--- src/rtl/pbo_defines.svh ---
// Function
// - Mute set ramps gain to zero, 245 samples
// - Mute cleared ramps gain to 0 dB, 245 samples
// - Early release reverses ramp from current gain
// - Enable cleared: manual after zero-cross timeout
// - Reference 28 is +6 dB, volume 91 is 0 dB
// - Line output off when routing bit clear
// - Line gain bit: 0 dB or +2 dB
// - Power and save clear: line pulled down
// - Power set, save clear, routing bit set: line active
// - Speaker power clear: both pins at ground
// - Speaker enable clear: pins forced to ground
// - Speaker gain bit: 0 dB or +2 dB
// - Reference field 1.5 dB steps, 24h 0 dB
`ifndef PBO_DEFINES_SVH
`define PBO_DEFINES_SVH

// -----------------------------------------------------------------------------
// Register offsets (byte addresses).
// -----------------------------------------------------------------------------
`define PBO_OFS_CTRL    8'h00
`define PBO_OFS_LCCFG   8'h04
`define PBO_OFS_LEVEL   8'h08
`define PBO_OFS_STATUS  8'h0C

// -----------------------------------------------------------------------------
// Control register fields.
// -----------------------------------------------------------------------------
`define PBO_CTRL_SOFT_MUTE   0
`define PBO_CTRL_REC_LC_EN   1
`define PBO_CTRL_PLAY_LC_EN  2
`define PBO_CTRL_FILT_PWR    3
`define PBO_CTRL_DAC_LINE    4
`define PBO_CTRL_LINE_GAIN   5
`define PBO_CTRL_LINE_PWR    6
`define PBO_CTRL_LINE_SAVE   7
`define PBO_CTRL_SPK_GAIN    8
`define PBO_CTRL_SPK_PWR     9
`define PBO_CTRL_SPK_OUT_EN  10
`define PBO_CTRL_DAC_PWR     11
`define PBO_CTRL_WIDTH       12
`define PBO_CTRL_RESET       12'h000

// -----------------------------------------------------------------------------
// Level-control configuration fields and reset value.
// -----------------------------------------------------------------------------
`define PBO_CFG_ZTM_LSB      0
`define PBO_CFG_WTM_LSB      2
`define PBO_CFG_LMTH_LSB     5
`define PBO_CFG_LMAT_LSB     7
`define PBO_CFG_RGAIN_LSB    9
`define PBO_CFG_LIMITER_ZERO_CROSS_DIS_BIT     11
`define PBO_CFG_RFST_LSB     12
`define PBO_CFG_FAST_LIMITER_EN_BIT     14
`define PBO_CFG_WIDTH        15
`define PBO_CFG_RESET        15'h0000

// -----------------------------------------------------------------------------
// Level register fields and reset values.
// -----------------------------------------------------------------------------
`define PBO_LVL_OREF_LSB     0
`define PBO_LVL_OVOL_LSB     8
`define PBO_LVL_IREF_LSB     16
`define PBO_OREF_RESET       6'h28
`define PBO_OVOL_RESET       8'h91
`define PBO_IREF_RESET       8'hC5

// -----------------------------------------------------------------------------
// Gain codes and timing.
// -----------------------------------------------------------------------------
`define PBO_OREF_ZERO_DB     8'h24
`define PBO_OVOL_ZERO_DB     8'h91
`define PBO_OREF_TO_OVOL     4
`define PBO_MUTE_STEPS       245
`define PBO_ZTM_BASE         128
`define PBO_CLK_HZ           10000000
`define PBO_FS_HZ            8000

`endif

--- src/rtl/pbo_pkg.sv ---
package pbo_pkg;

   // Level-control mode, one-hot.
   typedef enum logic [2:0] {
      PBO_LC_MANUAL  = 3'b001,
      PBO_LC_ACTIVE  = 3'b010,
      PBO_LC_EXITING = 3'b100
   } pbo_lc_state_e;

endpackage

--- src/rtl/pbo_soft_mute.sv ---
`timescale 1ns/100ps
`include "pbo_defines.svh"

module pbo_soft_mute #(
   parameter int SW = 16
) (
   input  wire logic          ref_clk,     // System clock.
   input  wire logic          arst_n,      // Asynchronous reset, active low.
   input  wire logic          fs_tick,     // One pulse per sample period.
   input  wire logic          mute,        // Soft-mute request.
   input  wire logic [SW-1:0] sample_in,   // Incoming playback sample.
   output logic      [SW-1:0] sample_out,  // Attenuated sample, registered.
   output logic      [7:0]    gain_out,    // Present ramp step, registered.
   output logic               busy         // Ramp in progress, registered.
);

   // -----------------------------------------------------------------------------
   // Ramp step and attenuation scale.
   // -----------------------------------------------------------------------------
   localparam logic [7:0]  GAIN_MAX = 8'(`PBO_MUTE_STEPS);
   // Rounded down so a scaled sample never exceeds its input.
   localparam logic [16:0] RECIP    = 17'(65536 / `PBO_MUTE_STEPS);

   logic [7:0]          gain_q;
   logic signed [SW+8:0]  prod_g;
   logic signed [SW+26:0] prod_s;

   // Step gain once per sample toward the target; a release mid-ramp turns back.
   always_ff @(posedge ref_clk or negedge arst_n) begin
      if (!arst_n) begin
         gain_q <= GAIN_MAX;
      end else if (fs_tick) begin
         if (mute && gain_q != 8'h00) begin
            gain_q <= gain_q - 8'h01;
         end else if (!mute && gain_q != GAIN_MAX) begin
            gain_q <= gain_q + 8'h01;
         end
      end
   end

   // Scale the sample by the ramp step over the full step count.
   always_comb begin
      prod_g = $signed(sample_in) * $signed({1'b0, gain_q});
      prod_s = prod_g * $signed({1'b0, RECIP});
   end

   // Register the scaled sample; full gain passes the sample untouched.
   always_ff @(posedge ref_clk or negedge arst_n) begin
      if (!arst_n) begin
         sample_out <= '0;
      end else if (fs_tick) begin
         if (gain_q == GAIN_MAX) begin
            sample_out <= sample_in;
         end else begin
            sample_out <= prod_s[SW+15:16];
         end
      end
   end

   // Export ramp state.
   always_ff @(posedge ref_clk or negedge arst_n) begin
      if (!arst_n) begin
         gain_out <= GAIN_MAX;
         busy     <= 1'b0;
      end else begin
         gain_out <= gain_q;
         busy     <= mute ? (gain_q != 8'h00) : (gain_q != GAIN_MAX);
      end
   end

endmodule

--- src/rtl/pbo_top.sv ---
// The Wishbone slave port and the placing of the registers were left to the implementer.
`timescale 1ns/100ps
`include "pbo_defines.svh"

module pbo_top #(
   parameter int SW     = 16,
   parameter int FS_DIV = `PBO_CLK_HZ / `PBO_FS_HZ
) (
   input  wire logic          ref_clk,              // System clock, 10 MHz.
   input  wire logic          arst_n,               // Asynchronous reset, active low.
   input  wire logic          wb_cyc_i,             // Wishbone cycle.
   input  wire logic          wb_stb_i,             // Wishbone strobe.
   input  wire logic          wb_we_i,              // Wishbone write enable.
   input  wire logic [7:0]    wb_adr_i,             // Wishbone byte address.
   input  wire logic [3:0]    wb_sel_i,             // Wishbone byte selects.
   input  wire logic [31:0]   wb_dat_i,             // Wishbone write data.
   output logic      [31:0]   wb_dat_o,             // Wishbone read data.
   output logic               wb_ack_o,             // Wishbone acknowledge.
   input  wire logic [SW-1:0] sample_in,            // Playback sample, taken per tick.
   output logic      [SW-1:0] sample_out,           // Soft-muted sample.
   output logic               sample_tick,          // Sample-rate pulse.
   output logic      [7:0]    play_gain_code,       // Volume code in use.
   output logic               level_ctl_auto,       // Level control in charge.
   output logic               line_out_pin_en,      // Line output driving.
   output logic               line_out_pin_pulldn,  // Line output pulled down.
   output logic               line_out_ramping,     // Line in power-save ramp.
   output logic               line_gain_2db,        // Line gain +2 dB.
   output logic               speaker_out_pos_gnd,  // Positive pin held at ground.
   output logic               speaker_out_neg_gnd,  // Negative pin held at ground.
   output logic               speaker_amp_on,       // Speaker amplifier running.
   output logic               speaker_gain_2db      // Speaker gain +2 dB.
);

   // -----------------------------------------------------------------------------
   // Control and configuration storage.
   // -----------------------------------------------------------------------------
   logic [`PBO_CTRL_WIDTH-1:0] ctrl_q;
   logic [`PBO_CFG_WIDTH-1:0]  cfg_q;
   logic [5:0]                 oref_q;
   logic [7:0]                 ovol_q;
   logic [7:0]                 iref_q;
   logic                       wr_en;
   logic                       rd_en;
   logic [31:0]                wmask;
   logic [31:0]                ctrl_w;
   logic [31:0]                cfg_w;
   logic [31:0]                lvl_w;
   logic [31:0]                status_w;
   logic [31:0]                rd_d;

   // Accept one access per request; ack is high for a single cycle.
   assign wr_en = wb_cyc_i && wb_stb_i && wb_we_i && !wb_ack_o;
   assign rd_en = wb_cyc_i && wb_stb_i && !wb_we_i && !wb_ack_o;

   // Byte-lane mask built from the selects.
   genvar b;
   generate
      for (b = 0; b < 4; b++) begin : g_lane
         assign wmask[8*b+7:8*b] = {8{wb_sel_i[b]}};
      end
   endgenerate

   // Present register words with byte-lane merge applied.
   assign ctrl_w = (32'(ctrl_q) & ~wmask) | (wb_dat_i & wmask);
   assign cfg_w  = (32'(cfg_q) & ~wmask) | (wb_dat_i & wmask);
   assign lvl_w  = ({8'h00, iref_q, ovol_q, 2'b00, oref_q} & ~wmask) | (wb_dat_i & wmask);

   // Acknowledge every access, mapped or not, one cycle after it is seen.
   always_ff @(posedge ref_clk or negedge arst_n) begin
      if (!arst_n) begin
         wb_ack_o <= 1'b0;
      end else begin
         wb_ack_o <= wb_cyc_i && wb_stb_i && !wb_ack_o;
      end
   end

   // Control register.
   always_ff @(posedge ref_clk or negedge arst_n) begin
      if (!arst_n) begin
         ctrl_q <= `PBO_CTRL_RESET;
      end else if (wr_en && wb_adr_i == `PBO_OFS_CTRL) begin
         ctrl_q <= ctrl_w[`PBO_CTRL_WIDTH-1:0];
      end
   end

   // Level-control configuration; the host keeps it still while running.
   always_ff @(posedge ref_clk or negedge arst_n) begin
      if (!arst_n) begin
         cfg_q <= `PBO_CFG_RESET;
      end else if (wr_en && wb_adr_i == `PBO_OFS_LCCFG) begin
         cfg_q <= cfg_w[`PBO_CFG_WIDTH-1:0];
      end
   end

   // Reference and volume levels.
   always_ff @(posedge ref_clk or negedge arst_n) begin
      if (!arst_n) begin
         oref_q <= `PBO_OREF_RESET;
         ovol_q <= `PBO_OVOL_RESET;
         iref_q <= `PBO_IREF_RESET;
      end else if (wr_en && wb_adr_i == `PBO_OFS_LEVEL) begin
         oref_q <= lvl_w[`PBO_LVL_OREF_LSB +: 6];
         ovol_q <= lvl_w[`PBO_LVL_OVOL_LSB +: 8];
         iref_q <= lvl_w[`PBO_LVL_IREF_LSB +: 8];
      end
   end

   // -----------------------------------------------------------------------------
   // Sample-rate divider.
   // -----------------------------------------------------------------------------
   localparam int DW = $clog2(FS_DIV);
   logic [DW-1:0] div_q;
   logic          tick;

   assign tick = (div_q == DW'(FS_DIV - 1));

   // Free-running count yields one enable pulse per sample period.
   always_ff @(posedge ref_clk or negedge arst_n) begin
      if (!arst_n) begin
         div_q <= '0;
      end else begin
         div_q <= tick ? '0 : div_q + DW'(1);
      end
   end

   // Registered copy of the tick for the outside.
   always_ff @(posedge ref_clk or negedge arst_n) begin
      if (!arst_n) begin
         sample_tick <= 1'b0;
      end else begin
         sample_tick <= tick;
      end
   end

   // -----------------------------------------------------------------------------
   // Soft mute.
   // -----------------------------------------------------------------------------
   logic [7:0] mute_gain;
   logic       mute_busy;

   pbo_soft_mute #(
      .SW (SW)
   ) u_mute (
      .ref_clk    (ref_clk),
      .arst_n     (arst_n),
      .fs_tick    (tick),
      .mute       (ctrl_q[`PBO_CTRL_SOFT_MUTE]),
      .sample_in  (sample_in),
      .sample_out (sample_out),
      .gain_out   (mute_gain),
      .busy       (mute_busy)
   );

   // -----------------------------------------------------------------------------
   // Level-control mode sequencing.
   // -----------------------------------------------------------------------------
   pbo_pkg::pbo_lc_state_e lc_q;
   pbo_pkg::pbo_lc_state_e lc_d;
   logic                   lc_run;
   logic                   lc_en_any;
   logic [10:0]            zc_cnt_q;
   logic [10:0]            zc_limit;

   assign lc_en_any = ctrl_q[`PBO_CTRL_REC_LC_EN] || ctrl_q[`PBO_CTRL_PLAY_LC_EN];
   assign lc_run    = lc_en_any && ctrl_q[`PBO_CTRL_FILT_PWR];
   // Timeout of 128, 256, 512 or 1024 samples.
   assign zc_limit  = 11'(`PBO_ZTM_BASE) << cfg_q[`PBO_CFG_ZTM_LSB +: 2];

   // Next mode; filter power off ends the mode at once.
   always_comb begin
      lc_d = lc_q;
      unique case (lc_q)
         pbo_pkg::PBO_LC_MANUAL: begin
            if (lc_run) begin
               lc_d = pbo_pkg::PBO_LC_ACTIVE;
            end
         end
         pbo_pkg::PBO_LC_ACTIVE: begin
            if (!ctrl_q[`PBO_CTRL_FILT_PWR]) begin
               lc_d = pbo_pkg::PBO_LC_MANUAL;
            end else if (!lc_en_any) begin
               lc_d = pbo_pkg::PBO_LC_EXITING;
            end
         end
         pbo_pkg::PBO_LC_EXITING: begin
            if (lc_run) begin
               lc_d = pbo_pkg::PBO_LC_ACTIVE;
            end else if (!ctrl_q[`PBO_CTRL_FILT_PWR]) begin
               lc_d = pbo_pkg::PBO_LC_MANUAL;
            end else if (tick && zc_cnt_q >= zc_limit - 11'd1) begin
               lc_d = pbo_pkg::PBO_LC_MANUAL;
            end
         end
         default: begin
            lc_d = pbo_pkg::PBO_LC_MANUAL;
         end
      endcase
   end

   // Mode register.
   always_ff @(posedge ref_clk or negedge arst_n) begin
      if (!arst_n) begin
         lc_q <= pbo_pkg::PBO_LC_MANUAL;
      end else begin
         lc_q <= lc_d;
      end
   end

   // Zero-cross timeout counter, in samples, runs only while exiting.
   always_ff @(posedge ref_clk or negedge arst_n) begin
      if (!arst_n) begin
         zc_cnt_q <= '0;
      end else if (lc_q != pbo_pkg::PBO_LC_EXITING) begin
         zc_cnt_q <= '0;
      end else if (tick) begin
         zc_cnt_q <= zc_cnt_q + 11'd1;
      end
   end

   // -----------------------------------------------------------------------------
   // Reference level to volume code.
   // -----------------------------------------------------------------------------
   logic [8:0] ref_vol;
   logic [7:0] gain_d;

   // Each reference step is four volume steps; 24h maps to the 0 dB code.
   assign ref_vol = 9'(`PBO_OVOL_ZERO_DB)
                  + 9'({3'b000, oref_q} * `PBO_OREF_TO_OVOL)
                  - 9'(`PBO_OREF_ZERO_DB * `PBO_OREF_TO_OVOL);

   // Under level control, volume is capped at the reference gain.
   always_comb begin
      gain_d = ovol_q;
      if (lc_q != pbo_pkg::PBO_LC_MANUAL && {1'b0, ovol_q} > ref_vol) begin
         gain_d = ref_vol[7:0];
      end
   end

   // Registered gain and mode flags.
   always_ff @(posedge ref_clk or negedge arst_n) begin
      if (!arst_n) begin
         play_gain_code <= `PBO_OVOL_RESET;
         level_ctl_auto <= 1'b0;
      end else begin
         play_gain_code <= gain_d;
         level_ctl_auto <= (lc_q != pbo_pkg::PBO_LC_MANUAL);
      end
   end

   // -----------------------------------------------------------------------------
   // Line output and speaker control.
   // -----------------------------------------------------------------------------
   logic line_pwr;
   logic line_save;
   logic spk_pwr;
   logic spk_en;

   assign line_pwr  = ctrl_q[`PBO_CTRL_LINE_PWR];
   assign line_save = ctrl_q[`PBO_CTRL_LINE_SAVE];
   assign spk_pwr   = ctrl_q[`PBO_CTRL_SPK_PWR];
   assign spk_en    = ctrl_q[`PBO_CTRL_SPK_OUT_EN];

   // Line output state; the save bit holds the slow ramp during changes.
   always_ff @(posedge ref_clk or negedge arst_n) begin
      if (!arst_n) begin
         line_out_pin_en     <= 1'b0;
         line_out_pin_pulldn <= 1'b1;
         line_out_ramping    <= 1'b0;
         line_gain_2db       <= 1'b0;
      end else begin
         line_out_pin_en     <= ctrl_q[`PBO_CTRL_DAC_LINE] && line_pwr
                                && !line_save;
         line_out_pin_pulldn <= !line_pwr && !line_save;
         line_out_ramping    <= line_save;
         line_gain_2db       <= ctrl_q[`PBO_CTRL_LINE_GAIN];
      end
   end

   // Speaker pins are grounded unless powered and enabled.
   always_ff @(posedge ref_clk or negedge arst_n) begin
      if (!arst_n) begin
         speaker_out_pos_gnd <= 1'b1;
         speaker_out_neg_gnd <= 1'b1;
         speaker_amp_on      <= 1'b0;
         speaker_gain_2db    <= 1'b0;
      end else begin
         speaker_out_pos_gnd <= !spk_pwr || !spk_en;
         speaker_out_neg_gnd <= !spk_pwr || !spk_en;
         speaker_amp_on      <= spk_pwr;
         speaker_gain_2db    <= ctrl_q[`PBO_CTRL_SPK_GAIN];
      end
   end

   // -----------------------------------------------------------------------------
   // Read path.
   // -----------------------------------------------------------------------------
   // Status: mute gain, ramp busy, mode, and an unpowered DAC feeding the powered, enabled speaker.
   assign status_w = {11'h000,
                      !ctrl_q[`PBO_CTRL_DAC_PWR] && spk_pwr && spk_en,
                      lc_q,
                      mute_busy,
                      play_gain_code,
                      mute_gain};

   // Read data mux; unmapped addresses read zero.
   always_comb begin
      unique case (wb_adr_i)
         `PBO_OFS_CTRL:   rd_d = 32'(ctrl_q);
         `PBO_OFS_LCCFG:  rd_d = 32'(cfg_q);
         `PBO_OFS_LEVEL:  rd_d = {8'h00, iref_q, ovol_q, 2'b00, oref_q};
         `PBO_OFS_STATUS: rd_d = status_w;
         default:         rd_d = 32'h0000_0000;
      endcase
   end

   // Registered read data, captured with the acknowledge.
   always_ff @(posedge ref_clk or negedge arst_n) begin
      if (!arst_n) begin
         wb_dat_o <= 32'h0000_0000;
      end else if (rd_en) begin
         wb_dat_o <= rd_d;
      end
   end

endmodule

--- config.mk ---
export PLATFORM = sky130hd
export DESIGN_NAME = pbo_top
export DESIGN_NICKNAME = d
export VERILOG_FILES = /design/src/rtl/pbo_pkg.sv /design/src/rtl/pbo_soft_mute.sv /design/src/rtl/pbo_top.sv
export VERILOG_INCLUDE_DIRS = /design/src /design/src/rtl
export SDC_FILE = /design/constraint.sdc
export NUM_CORES = 1
export LEC_CHECK = 0
export BUFFER_PORTS_ARGS = -buffer_cell sky130_fd_sc_hd__buf_2
export CAP_MARGIN = 20
export CORE_MARGIN = 10
export CORE_UTILIZATION = 63
export CTS_BUF_LIST = sky130_fd_sc_hd__clkbuf_2
export DETAILED_ROUTE_END_ITERATION = 8
export PLACE_DENSITY = 0.84
export RECOVER_POWER = 100
export SLEW_MARGIN = 15
export SYNTH_ARGS = -nofsm -noshare
export SYNTH_HDL_FRONTEND = slang
export SYNTH_SLANG_ARGS = --single-unit
--- constraint.sdc ---
create_clock -name ref_clk -period 10.8 [get_ports ref_clk]
set_input_delay 1.08 -clock ref_clk [delete_from_list [all_inputs] [get_ports ref_clk]]
set_output_delay 1.08 -clock ref_clk [all_outputs]
set_load 0.02 [all_outputs]
==> metrics <==
Starting Density 64.63%; share of cells above drive strength 1 11.11%; Area after DPL 15580 µm²; Worst EP arrival 10.79 ns; GR Overflow Total 0; Core Box Area 22850 µm²; outcome finished, violations left; Clock transition at path regs 0.25 ns; Pint 0.6690 mW; post-CTS setup buffers 0; final setup TNS 0 ns; Max Transition Viols Final 213; Yosys reg bits 149; combinational power share 5.4%; Crit Path Class register to register; most frequent cells in the layout inv_1, ha_1, nand2_1, fa_1, dfrtp_1; Num Clock Sinks 149; min-delay worst type register to register; worst hold slack 0.4352 ns; gpl congestion 0.8504; Leak Pwr 8.663 nW; number of buffers created by CTS 17; Fill cells 1799; Worst-Margin Slew 4.044 ns; max cap viols 4; post-synthesis sequential area ratio 25.48%; setup violators final 0; crit-path max cell delay 1.13 ns; DR iter-0 viols 862; FP Rows 55; Rel. slew slack -169.6%; die span in x 173.1 µm; post-route cell area 15730 µm²; final net count 2020; switching pwr 0.2688 mW; area grow syn2layout 6.541%; CP required 11.44 ns; maximum vdd drop 0.05010 mV; clk root buf clkbuf_2; drt wl/cell 16.84 µm; fmax 98.46 MHz; vias in the first global route 11620; post-route ant nets 0; htree depth 4; commonest non-fill, non-tap cell in the layout inv_1; drt pass-1 iters 5; switching share of power 28.66%; most frequent CP cell fa_1; Crit-path slowest cell dfstp_1; first-pass GRT wire length 56520 µm; kind of end point of the critical path register; Mean Syn Cell Area 9.502 µm²; Primary FF master, synth dfrtp_1; Synth async-reset ratio 100.0%; Synth warnings 0; Mapped Cells 1554; Clock power frac 34.4%; largest buffer count on any clock path 2; Pwr Density 59.61 nW/µm²; DR DRC count 0; Die Y 173.1 µm; total chip power 0.9378 mW; unrepaired setup endpoints after global routing no; CTS resizes 0; Global Route Usage Sum 22.64%; hold_buf cts 0; Final min period 10.16 ns; total wire length 33170 µm; vias 10900; failing checks max-capacitance violations, max-slew violations; largest net degree at the start of global routing 83; count of cell types in the netlist 69; initial antenna violation count 2; die area 29960 µm²; Util after Layout 68.86%; IO Pins 132; clock latency on the worst-skew pair 0.76 ns; post-DP HPWL 26080 µm; skew final 0.07385 ns; Tcrit/Tclk final 94.04%; Post-synth EDFFs 0; Seq pwr share 60.1%; Via density 5.531; Worst Path Max Fanout 21; mapped cell area 14770 µm²; CTS tree yes; Final Hold Violating Endpoints 0; kind of start point of the critical path register; number of buffers added on ports 114
-- Yosys cell counts (35+ instances only) --
master | count | area share, %
ha_1 | 165 | 14
fa_1 | 147 | 20
mux2_2 | 51 | 3.9
dfrtp_1 | 122 | 21
xnor2_1 | 35 | 2.1
o21ai_0 | 62 | 2.1
inv_1 | 298 | 7.6
clkbuf_1 | 47 | 1.2
a21oi_1 | 60 | 2.0
nand2_1 | 149 | 3.8
and2_1 | 72 | 3.1
nor2_1 | 73 | 1.9
-- layout make-up --
cell class              count  area [µm²]  area share [%]
clock inverters            15       160.2           1.018
multi-input cells        1050        9638           61.26
clock buffers              17       85.08          0.5408
diodes                      1       2.502         0.01591
well taps                 313       391.6           2.489
flip-flops and latches    149        3762           23.91
repair buffers            127       574.3           3.650
inverters                 298        1119           7.110
-- worst paths after layout --
path	start	endpoint	slack (ns)	cells past startpoint
min	register	line_gain_2db$_DFF_PN0_	0.44	0
max in group asynchronous	arst_n	asynchronous set/reset pin	4.14	2
max reg2reg	u_mute.gain_q[2]$_DFFE_PN1P_	u_mute.sample_out[15]$_DFFE_PN0P_	0.64	34
min reg2reg	register	line_gain_2db$_DFF_PN0_	0.44	0
min in group asynchronous	arst_n	u_mute.sample_out[13]$_DFFE_PN0P_	1.49	1
max	u_mute.gain_q[2]$_DFFE_PN1P_	u_mute.sample_out[15]$_DFFE_PN0P_	0.64	34
-- layer usage --
layer	track usage [%]	share of wire, %	vias to the layer above
li1	-	-	5143
met1	27.88	42	5349
met2	39.52	50	335
met3	3.834	5.4	68
met4	7.474	2.3	2
met5	0	0.036	-
-- critical path, delay by kind of cell, from the launching register on --
family	cells	cell delay, ns
flip-flops	1	1.13
AO/OA/AOI/OAI	13	2.87
adder cells (fa/ha/maj)	10	4.49
XOR/XNOR	2	0.62
buffers and inverters	5	0.26
AND/OR/NAND/NOR	4	0.69
-- power by group through the flow --
stage / registers, mW / logic [mW] / clock network (mW)
after CTS: 0.564 / 0.0514 / 0.329
final: 0.564 / 0.0507 / 0.323
after detailed placement: 0.573 / 0.0511 / 0
after global placement: 0.573 / 0.0503 / 0
after global routing: 0.565 / 0.0555 / 0.352
after floorplan: 0.574 / 0.0199 / 0
-- through the flow --
step,std cells,worst slack (ns)
6_report,1970,0.6436
5_1_grt,1970,0.05562
4_1_cts,1969,0.7351
3_5_place_dp,1937,0.4233
3_3_place_gp,1937,0.6331
2_1_floorplan,1561,1.378
-- kinds of logic (layout without fill, tap and decap cells) --
group                      after synthesis  in the layout  synth area share, %
buffers and inverters                  362            457                9.473
DFF                                    149            149                25.48
AOI/OAI and AO/OA                      202            202                8.524
adders and majority gates              312            312                33.91
xor gates and xnor gates                71             71                4.431
muxes                                   70             70                5.601
and+or+nand+nor                        387            387                12.56
other                                    1              9              0.02540
Note: power is estimated with default switching activity, not from simulation.
